## config.mk

```make
export PLATFORM = sky130hd
export DESIGN_NAME = rsc_ctrl
export DESIGN_NICKNAME = d
export VERILOG_FILES = /design/src/hdl/rsc_pkg.sv /design/src/hdl/rsc_ctrl.sv /design/src/hdl/rsc_sync.sv
export SDC_FILE = /design/constraint.sdc
export NUM_CORES = 1
export LEC_CHECK = 0
export BUFFER_PORTS_ARGS = -buffer_cell sky130_fd_sc_hd__buf_2
export CAP_MARGIN = 25
export CORE_AREA = 2 2 85 87
export CTS_CLUSTER_DIAMETER = 100
export DETAILED_ROUTE_END_ITERATION = 7
export DIE_AREA = 0 0 87 89
export PLACE_DENSITY = 0.92
export RECOVER_POWER = 50
export SYNTH_ARGS = -nofsm -noshare
export SYNTH_HDL_FRONTEND = slang
export SYNTH_SLANG_ARGS = --single-unit
```

## constraint.sdc

```tcl
create_clock -name pclk -period 4.7 [get_ports pclk]
set_clock_uncertainty 0.1 [all_clocks]
set_input_delay 0.235 -clock pclk [delete_from_list [all_inputs] [get_ports pclk]]
set_output_delay 0.235 -clock pclk [all_outputs]
set_load 0.1 [all_outputs]
```

## src/hdl/rsc_pkg.sv

```systemverilog
// shared constants for the reset scope controller
`default_nettype none

package rsc_pkg;

    // ----------------------------------------
    // reset sources, bit index in event vectors
    // ----------------------------------------
    localparam int NSRC   = 9;
    localparam int S_PIN  = 0;
    localparam int S_POR  = 1;
    localparam int S_MON0 = 2;
    localparam int S_INDEPENDENT_WATCHDOG = 3;
    localparam int S_WDT  = 4;
    localparam int S_MON1 = 5;
    localparam int S_MON2 = 6;
    localparam int S_DEEP = 7;
    localparam int S_SW   = 8;

    // ----------------------------------------
    // clear targets and the sources that hit them
    // ----------------------------------------
    localparam int NTGT    = 9;
    localparam int T_INDEPENDENT_WATCHDOG  = 0;
    localparam int T_WDT   = 1;
    localparam int T_MON1  = 2;
    localparam int T_MON1P = 3;
    localparam int T_MON2  = 4;
    localparam int T_MON2P = 5;
    localparam int T_RTC   = 6;
    localparam int T_OSC   = 7;
    localparam int T_REST  = 8;

    // mask bit order: sw deep mon2 mon1 wdt independent_watchdog mon0 por pin
    localparam logic [NSRC-1:0] TGT_MASK [NTGT] = '{
        9'h087,  // watchdog-independent registers
        9'h08F,  // watchdog registers
        9'h01F,  // monitor 1 registers, full set
        9'h09F,  // monitor1_ctrl_b and monitor1_status
        9'h03F,  // monitor 2 registers, full set
        9'h0BF,  // monitor_ctrl_c and monitor2_status
        9'h000,  // realtime clock never cleared
        9'h17F,  // oscillators, pins, low power
        9'h1FF   // everything else
    };

    // detection flag clear masks, indexed by owning source
    localparam logic [NSRC-1:0] FLG_MASK [NSRC] = '{
        9'h000,  // pin reset has no flag
        9'h001,
        9'h003,
        9'h087,
        9'h08F,
        9'h01F,
        9'h03F,
        9'h07F,
        9'h0FF
    };
    localparam logic [NSRC-1:0] CWS_MASK = 9'h002;

    // ----------------------------------------
    // register map and fields
    // ----------------------------------------
    localparam int          AW        = 8;
    localparam logic [7:0]  OFS_STAT0 = 8'h00;
    localparam logic [7:0]  OFS_STAT1 = 8'h04;
    localparam logic [7:0]  OFS_STAT2 = 8'h08;
    localparam logic [7:0]  OFS_IST   = 8'h0C;
    localparam logic [7:0]  OFS_IMSK  = 8'h10;
    localparam logic [7:0]  OFS_CCTL  = 8'h14;
    localparam logic [7:0]  OFS_VEC   = 8'h18;
    localparam int          B0_POR    = 0;
    localparam int          B0_MON0   = 1;
    localparam int          B0_MON1   = 2;
    localparam int          B0_MON2   = 3;
    localparam int          B0_DEEP   = 4;
    localparam int          B1_SW     = 0;
    localparam int          B1_WDT    = 1;
    localparam int          B1_INDEPENDENT_WATCHDOG   = 2;
    localparam int          B2_CWS    = 0;
    localparam int          CC_FAST   = 0;
    localparam int          CC_MAIN   = 1;
    localparam int          CC_PLL    = 2;
    localparam int          CC_SEL    = 4;
    localparam int          CC_W      = 6;
    localparam logic [5:0]  CCTL_RST  = 6'h00;
    localparam logic [8:0]  IMSK_RST  = 9'h000;
    localparam logic [1:0]  SEL_SLOW  = 2'h0;

endpackage : rsc_pkg

`default_nettype wire

```

## src/hdl/rsc_ctrl.sv

```systemverilog
// reset scope controller: detection flags, scoped clears, clock fallback
// Behaviour
// - por flag cleared only by pin reset
// - cold/warm flag initialised only by power-on
// - monitor 0 flag cleared by pin, power-on
// - independent watchdog flag/registers scoped clear
// - watchdog flag/registers scoped clear
// - monitor 1 flag scoped clear
// - monitor 1 registers; deep clears two only
// - monitor 2 flag/registers; deep clears two
// - deep flag kept on deep, software
// - software flag kept only on software
// - realtime clock never cleared
// - oscillators, pins, low power kept on deep
// - everything else cleared on every source
// - slow oscillator selected, others stopped after reset
// - common vector, three readable status registers
//
// The address map and the APB register port were left to the implementer.
`default_nettype none

module rsc_ctrl
    import rsc_pkg::*;
#(
    parameter logic [31:0] RESET_VECTOR = 32'h0000_0000
) (
    input  wire logic          pclk,
    input  wire logic          presetn,
    input  wire logic          ce,
    input  wire logic          psel,
    input  wire logic          penable,
    input  wire logic          pwrite,
    input  wire logic [AW-1:0] paddr,
    input  wire logic [31:0]   pwdata,
    output logic      [31:0]   prdata,
    output logic               pready,
    output logic               pslverr,
    input  wire logic          src_pin_n,
    input  wire logic          src_por,
    input  wire logic          src_mon0,
    input  wire logic          src_independent_watchdog,
    input  wire logic          src_wdt,
    input  wire logic          src_mon1,
    input  wire logic          src_mon2,
    input  wire logic          src_deep,
    input  wire logic          src_sw,
    output logic               clr_independent_watchdog,
    output logic               clr_wdt,
    output logic               clr_mon1,
    output logic               clr_mon1_part,
    output logic               clr_mon2,
    output logic               clr_mon2_part,
    output logic               clr_rtc,
    output logic               clr_osc_pin_lp,
    output logic               clr_rest,
    output logic               fast_internal_osc_en,
    output logic               main_osc_en,
    output logic               pll_en,
    output logic [1:0]         sys_clk_sel,
    output logic               slow_internal_osc_sel,
    output logic               irq
);

    // ----------------------------------------
    // declarations and helpers
    // ----------------------------------------
    logic [NSRC-1:0] raw;
    logic [NSRC-1:0] lvl;
    logic [NSRC-1:0] ev;
    logic [NSRC-1:0] det;
    logic            cws;
    logic [NSRC-1:0] ist;
    logic [NSRC-1:0] imask;
    logic [CC_W-1:0] cctl;
    logic [NTGT-1:0] clr;
    logic            any_ev;
    logic            setup;
    logic            acc;
    logic            wr;
    logic            addr_ok;
    logic [31:0]     rd_word;

    function automatic logic hit(input logic [NSRC-1:0] e, input logic [NSRC-1:0] m);
        hit = |(e & m);
    endfunction : hit

    function automatic logic solo(input logic [NSRC-1:0] e, input int s);
        solo = (e == (NSRC'(1) << s));
    endfunction : solo

    // ----------------------------------------
    // source capture
    // ----------------------------------------
    // pin reset is active low; invert ahead of the synchroniser
    assign raw = {src_sw, src_deep, src_mon2, src_mon1, src_wdt,
                  src_independent_watchdog, src_mon0, src_por, ~src_pin_n};

    rsc_sync #(
        .W (NSRC)
    ) u_sync (
        .clk   (pclk),
        .rst_n (presetn),
        .ce    (ce),
        .d     (raw),
        .q     (lvl),
        .rise  (ev)
    );

    assign any_ev = |ev;

    // ----------------------------------------
    // scoped clear pulses
    // ----------------------------------------
    // one registered pulse on each target whose mask the reset event hits
    always_ff @(posedge pclk or negedge presetn) begin
        if (!presetn) begin
            clr <= '0;
        end else if (ce) begin
            for (int t = 0; t < NTGT; t++) begin
                clr[t] <= hit(ev, TGT_MASK[t]);
            end
        end
    end

    assign clr_independent_watchdog       = clr[T_INDEPENDENT_WATCHDOG];
    assign clr_wdt        = clr[T_WDT];
    assign clr_mon1       = clr[T_MON1];
    assign clr_mon1_part  = clr[T_MON1P];
    assign clr_mon2       = clr[T_MON2];
    assign clr_mon2_part  = clr[T_MON2P];
    assign clr_rtc        = clr[T_RTC];
    assign clr_osc_pin_lp = clr[T_OSC];
    assign clr_rest       = clr[T_REST];

    // ----------------------------------------
    // detection flags
    // ----------------------------------------
    // the own set is ored last so a shared event cannot lose it
    always_ff @(posedge pclk or negedge presetn) begin
        if (!presetn) begin
            det <= '0;
        end else if (ce) begin
            for (int s = 1; s < NSRC; s++) begin
                det[s] <= ev[s] | (det[s] & ~hit(ev, FLG_MASK[s]));
            end
        end
    end

    // cold start reads 0; software marks warm by writing 1
    always_ff @(posedge pclk or negedge presetn) begin
        if (!presetn) begin
            cws <= 1'b0;
        end else if (ce) begin
            if (hit(ev, CWS_MASK)) begin
                cws <= 1'b0;
            end else if (wr && paddr == OFS_STAT2) begin
                cws <= pwdata[B2_CWS];
            end
        end
    end

    // ----------------------------------------
    // clock source control
    // ----------------------------------------
    // any reset event drops back to the slow oscillator, others off
    always_ff @(posedge pclk or negedge presetn) begin
        if (!presetn) begin
            cctl <= CCTL_RST;
        end else if (ce) begin
            if (any_ev) begin
                cctl <= CCTL_RST;
            end else if (wr && paddr == OFS_CCTL) begin
                cctl <= pwdata[CC_W-1:0];
            end
        end
    end

    assign fast_internal_osc_en  = cctl[CC_FAST];
    assign main_osc_en           = cctl[CC_MAIN];
    assign pll_en                = cctl[CC_PLL];
    assign sys_clk_sel           = cctl[CC_SEL+:2];
    assign slow_internal_osc_sel = (sys_clk_sel == SEL_SLOW);

    // ----------------------------------------
    // interrupt status and mask
    // ----------------------------------------
    // write one clears; a new event in the same cycle wins
    always_ff @(posedge pclk or negedge presetn) begin
        if (!presetn) begin
            ist <= '0;
        end else if (ce) begin
            if (wr && paddr == OFS_IST) begin
                ist <= ev | (ist & ~pwdata[NSRC-1:0]);
            end else begin
                ist <= ev | ist;
            end
        end
    end

    // mask survives reset events so the event itself can interrupt
    always_ff @(posedge pclk or negedge presetn) begin
        if (!presetn) begin
            imask <= IMSK_RST;
        end else if (ce && wr && paddr == OFS_IMSK) begin
            imask <= pwdata[NSRC-1:0];
        end
    end

    assign irq = |(ist & imask);

    // ----------------------------------------
    // apb slave
    // ----------------------------------------
    // no wait states; a low clock enable stretches the access instead
    assign setup   = psel && !penable;
    assign acc     = psel && penable;
    assign wr      = ce && acc && pwrite;
    assign pready  = ce;
    assign pslverr = acc && !addr_ok;

    // read decode; three status words expose the cause flags
    always_comb begin
        rd_word = '0;
        addr_ok = 1'b1;
        case (paddr)
            OFS_STAT0: begin
                rd_word[B0_POR]  = det[S_POR];
                rd_word[B0_MON0] = det[S_MON0];
                rd_word[B0_MON1] = det[S_MON1];
                rd_word[B0_MON2] = det[S_MON2];
                rd_word[B0_DEEP] = det[S_DEEP];
            end
            OFS_STAT1: begin
                rd_word[B1_SW]   = det[S_SW];
                rd_word[B1_WDT]  = det[S_WDT];
                rd_word[B1_INDEPENDENT_WATCHDOG] = det[S_INDEPENDENT_WATCHDOG];
            end
            OFS_STAT2: begin
                rd_word[B2_CWS] = cws;
            end
            OFS_IST: begin
                rd_word[NSRC-1:0] = ist;
            end
            OFS_IMSK: begin
                rd_word[NSRC-1:0] = imask;
            end
            OFS_CCTL: begin
                rd_word[CC_W-1:0] = cctl;
            end
            OFS_VEC: begin
                rd_word = RESET_VECTOR;
            end
            default: begin
                addr_ok = 1'b0;
            end
        endcase
    end

    // read data captured in setup, steady through the access phase
    always_ff @(posedge pclk or negedge presetn) begin
        if (!presetn) begin
            prdata <= '0;
        end else if (ce && setup && !pwrite) begin
            prdata <= rd_word;
        end
    end
endmodule : rsc_ctrl

`default_nettype wire

```

## src/hdl/rsc_sync.sv

```systemverilog
// two-flop synchroniser with rising-edge detect for reset source levels
`default_nettype none

module rsc_sync
    import rsc_pkg::*;
#(
    parameter int W = 9
) (
    input  wire logic         clk,
    input  wire logic         rst_n,
    input  wire logic         ce,
    input  wire logic [W-1:0] d,
    output logic      [W-1:0] q,
    output logic      [W-1:0] rise
);

    logic [W-1:0] meta;
    logic [W-1:0] prev;

    // meta feeds only q; edge logic looks at q and prev
    always_ff @(posedge clk or negedge rst_n) begin
        if (!rst_n) begin
            meta <= '0;
            q    <= '0;
            prev <= '0;
        end else if (ce) begin
            meta <= d;
            q    <= meta;
            prev <= q;
        end
    end

    // one event per assertion, however long the source holds
    assign rise = q & ~prev;

endmodule : rsc_sync

`default_nettype wire

```

======== After elaboration in Yosys (flattened, before gate mapping) ========
Index checks and enable logic that the tools add are counted.
cells by class
  eq/ne operators ......................... 6
  multiplexer cells ....................... 11
  bitwise operators ....................... 32
  reduce and logical (&&, ||, !) cells .... 34
operator list
  operator                                             number
  bitwise AND 9 bit                                    3
  equality test 8 x 5 -> 1 bit, second input constant  3
  OR reduction 7 bit                                   3
  inverter 9 bit                                       2
  bitwise OR 9 bit                                     2
  OR reduction 9 bit                                   2
  equality test 8 x 4 -> 1 bit, second input constant  2
  OR reduction 8 bit                                   2
  logical AND 1 bit                                    12
  two-way mux 6 bit                                    2
  OR reduction 6 bit                                   2
  case mux 2 bit (5 select lines)                      1
  OR reduction 5 bit                                   2
  two-way mux 9 bit                                    1
  inverter 1 bit                                       9
  bitwise AND 1 bit                                    8
  equality test 8 x 3 -> 1 bit, second input constant  1
  logical NOT 8 bit                                    1
  bitwise OR 1 bit                                     8
  case mux 2 bit (4 select lines)                      1
  case mux 1 bit (6 select lines)                      1
  case mux 3 bit (2 select lines)                      1
  AND reduction 2 bit                                  2
  nonzero test 2 bit                                   2
  other kinds (6)                                      10
word-level totals
  register bits after elaboration ......... 77
  input port bits ......................... 55
  output and inout bits ................... 50
  word-level logic and storage cells ...... 93

======== Depth between registers and ports, before layout ========
  depth in word-level cells ............... 6
  gate-level depth with buffers ........... 7

======== Hierarchy ========
A second synthesis with hierarchy kept.
second synthesis, totals
  cell total of the unflattened synthesis .. 319
  area total of the unflattened synthesis .. 3732.3 µm²
by module, submodules not included
  module    times used  cells each  area each (µm²)
  rsc_ctrl  1           253         2570.0
  rsc_sync  1           66          1162.4

======== Worst setup path after synthesis ========
OpenSTA, ideal clock, no wires.
  path kind ............................... input to output
  from .................................... input port paddr[2]
  to ...................................... output port pslverr
  arrival time ............................ 2.126 ns
  path slack .............................. 2.239 ns
  cell stages on the path ................. 4
  buffers on the path ..................... 1
  path through ............................ buf_2 and2_1 nand2_1 a21oi_1
between the ends
  longest elaborated chain between the ends .. 5
  elaborated cells on any way between the ends .. 11
ends and longest elaborated chain
  element                                               RTL line         source
  start: declaration                                    rsc_ctrl.sv:33   input wire logic [AW-1:0] paddr,
  equality test 8 x 4 -> 1 bit (tied with other cells)  rsc_ctrl.sv:225  case (paddr)
  OR reduction 7 bit (no line) *                        n/a
  two-way mux 1 bit *                                   rsc_ctrl.sv:225
  logical NOT 1 bit *                                   rsc_ctrl.sv:219  assign pslverr = acc && !addr_ok;
  logical AND 1 bit *                                   rsc_ctrl.sv:219
  end: declaration                                      rsc_ctrl.sv:37   output logic pslverr,
Every way passes the cells marked *; elsewhere a longest branch is shown, timed or not.

==> impl_results.md <==
* Outcome: finished, violations left
* Failing checks: capacitance limit, slew limit
* GPL Wtd Cong at 0.931
* DRC at 0
* GRT Util Overall at 0.212
* Seq pwr share at 0.457
* Reg clk slew, reported paths at 0.08 ns
* Vias in the first global route at 2,660
* Hold_sp: src_independent_watchdog
* Post-synthesis async set-or-reset flop share at 1.00
* DP Wirelength at 5.37 mm
* Synth Area in Compound Gates at 0.133
* Crit path time final at 2.46 ns
* Skew-Pair Late Insertion Delay at 0.35 ns
* Largest family of logic cells by synthesized area: multiplexers
* Critical Path Start: presetn
* Fmax at 0.406 GHz
* Avg WL per Cell at 16.1 um
* EDFF count, synth at 0
* First-pass iteration count of the detailed router at 4
* CP max stage cell: clkbuf_1
* Max-slew violation count at 38
* Clock Power Share at 0.296
* RSZ-0062 raised after global routing: false
* Fin. Hold Viols at 0
* Diode count at 0
* WS Path Type: in -> async
* Slew HR at -0.285
* Sw power at 597 uW
* Synthesized area at 0.00369 mm2
* Initial core utilization at 0.549
* Top cells by area, synth: dfrtp_1 52%, mux2_2 11%, buf_4 5.5%
* PD cells at 413 mW/mm2
* Final setup margin at 2.24 ns
* Crit path cell chain: dlygate4sd3_1 > clkbuf_1 > buf_4
* Register Area at 0.00193 mm2
* Post-Synth XOR/XNOR Area at 0
* Synth area leader: dfrtp_1
* Starting DRT DRC Count at 104
* Syn avg cell area at 11.2 um2
* Switching Fraction at 0.354
* Clock Path Buffers at 2
* Maximum vdd drop at 309 uV
* Area share of and/or/nand/nor cells after synthesis at 0.120
* Tcrit/Tclk final at 0.524
* Total of max-cap violations at 1
* Footprint of the multi-input gates at 0.00152 mm2
* Die height at 89 um
* CP max FO at 41
* DP Worst Slack at 2.39 ns
* # nets final at 436
* Multiplexer share of the synthesized area at 0.135
* Total wire length at 7.50 mm
* Flop and latch count out of synthesis at 77
* Post-synthesis cell type count at 44
* Post-synth top area share at 0.522
* Top FF cell, synth: dfrtp_1
* Post-layout util at 0.609
* Worst-Margin Slew at 1.93 ns
* Worst R2R Start: u_sync.q[5]
* Num CTS Buffers at 9
* CTS Root Cell: clkbuf_8
* FP Rows at 30
* Core area at 0.00672 mm2
* Overflow left after global routing at 0
* Die width at 87 um
* First-pass GRT wire length at 12.5 mm
* Fillcell total at 559
* WP data arrival at 2.82 ns
* Post-CTS Setup Bufs at 0
* Crit-path max cell delay at 1.38 ns
* Die area at 0.00774 mm2
* Vias at 2,604
* Ys Warns at 0
* Logic pwr share at 0.247
* Share of cells above drive strength 1 at 0.256
* Synth cell count leaders: 77 x dfrtp_1, 36 x mux2_2, 35 x nand2_1, 27 x buf_4, 18 x o21ai_0
* Antenna Violating Nets Remaining at 0
* Synth Area in Adders at 0
* Final setup fails at 0
* H-Tree Depth at 3
* Initial antenna violation count at 0
* CTS tree: built
* I/O pin total at 105
* Delay-heaviest family, CP: buffers and inverters
* Hold Crit Class: in -> reg
* CP bufs+invs at 3
* Worst endpoint required time at 5.06 ns
* Most frequent cell after synthesis: dfrtp_1
* Post-Synthesis Cells at 330
* Vias per cell at 5.59
* TritonCTS Sinks at 77
* Int Power at 1.09 mW
* Setup crit start kind: input port
* Register area share after synthesis at 0.522
* Area grow syn2layout at 10.9%
* Leak at 1.86 nW
* Setup TNS at 0 ns
* Crit end category: async pin
* Port buffer count at 57
* Largest net degree at the start of global routing at 62
-- sequential cells by signal, summed over array words and instances (netlist names), 8 cells and up --
| signal | flops |
|---|---|
| u_sync.q | 9 |
| clr | 8 |
| u_sync.meta | 9 |
| ist | 9 |
| prdata | 9 |
| det | 8 |
| u_sync.prev | 9 |
| imask | 9 |
-- final cells by class --
type / instances / share of cell area
Clock buffer: 11 / 0.0346
Clock inverter: 5 / 0.0147
Inverter: 14 / 0.0128
Multi-Input combinational cell: 218 / 0.371
Sequential cell: 77 / 0.471
Tap cell: 80 / 0.0245
Timing Repair Buffer: 61 / 0.0713
-- logic make-up (layout without fill, tap and decap cells) --
group	Yosys count	after routing
AO/OA/AOI/OAI	68	68
buffers and inverters	58	91
flip-flops	77	77
multiplexers	44	44
other	1	24
AND/OR/NAND/NOR	82	82
-- per-stage QoR --
step	total power, mW	cells	instance area [um2]	hold WS (ns)
detailed placement	1.20	448	3900	0.260
finish	1.69	466	4090	0.00915
global route	1.77	466	4090	0.00147
global placement	1.19	448	3900	0.247
floorplan	1.13	353	3770	-0.161
CTS	1.71	466	4120	0.000363
-- cells in the final DEF (no fill, tap or decap), types with 3 or more instances in the layout --
cell / n
buf_2: 34
a32oi_1: 3
mux2_2: 36
a21oi_1: 7
a21o_1: 3
a22o_1: 13
clkbuf_8: 10
nor3_1: 6
clkbuf_1: 24
o21ai_0: 18
dfrtp_1: 77
o22a_1: 4
nand2_1: 35
conb_1: 24
mux2i_1: 7
nor2b_1: 9
inv_1: 14
a22oi_1: 5
o32ai_1: 6
nor2_1: 10
-- timing repair --
item	in CTS	in global routing
resized for setup	0	0
hold endpoints to repair	37	0
hold buffers	2	0
-- power by group through the flow --
stage / Combinational (mW) / Sequential, mW / Clock [mW]
floorplan: 0.260 / 0.871 / 0
CTS: 0.424 / 0.771 / 0.511
global route: 0.446 / 0.780 / 0.540
global placement: 0.411 / 0.779 / 0
finish: 0.418 / 0.772 / 0.500
detailed placement: 0.421 / 0.783 / 0
-- routing by layer --
| layer | global-route usage | wire (um) | vias to the layer above | part of all wire |
|---|---|---|---|---|
| li1 | - | - | 1222 | - |
| met3 | 0.0443 | 524 | 16 | 0.070 |
| met4 | 0.115 | 175 | 0 | 0.023 |
| met5 | 0 | 0 | - | 0 |
| met2 | 0.350 | 3610 | 112 | 0.48 |
| met1 | 0.264 | 3190 | 1254 | 0.43 |
-- path summary, 6_finish.rpt --
| check | slack (ns) | end | cells after the start |
|---|---|---|---|
| max | 2.24 | u_sync.meta[7] | 3 |
| min in group asynchronous | 0.86 | prdata[1] | 2 |
| max in group pclk | 2.59 | irq | 4 |
| max reg2reg | 2.63 | cctl[3] | 4 |
| min | 0.009 | u_sync.meta[3] | 2 |
| min reg2reg | 0.38 | clr[8] | 1 |
No activity file was read; power rests on OpenSTA's default activity.
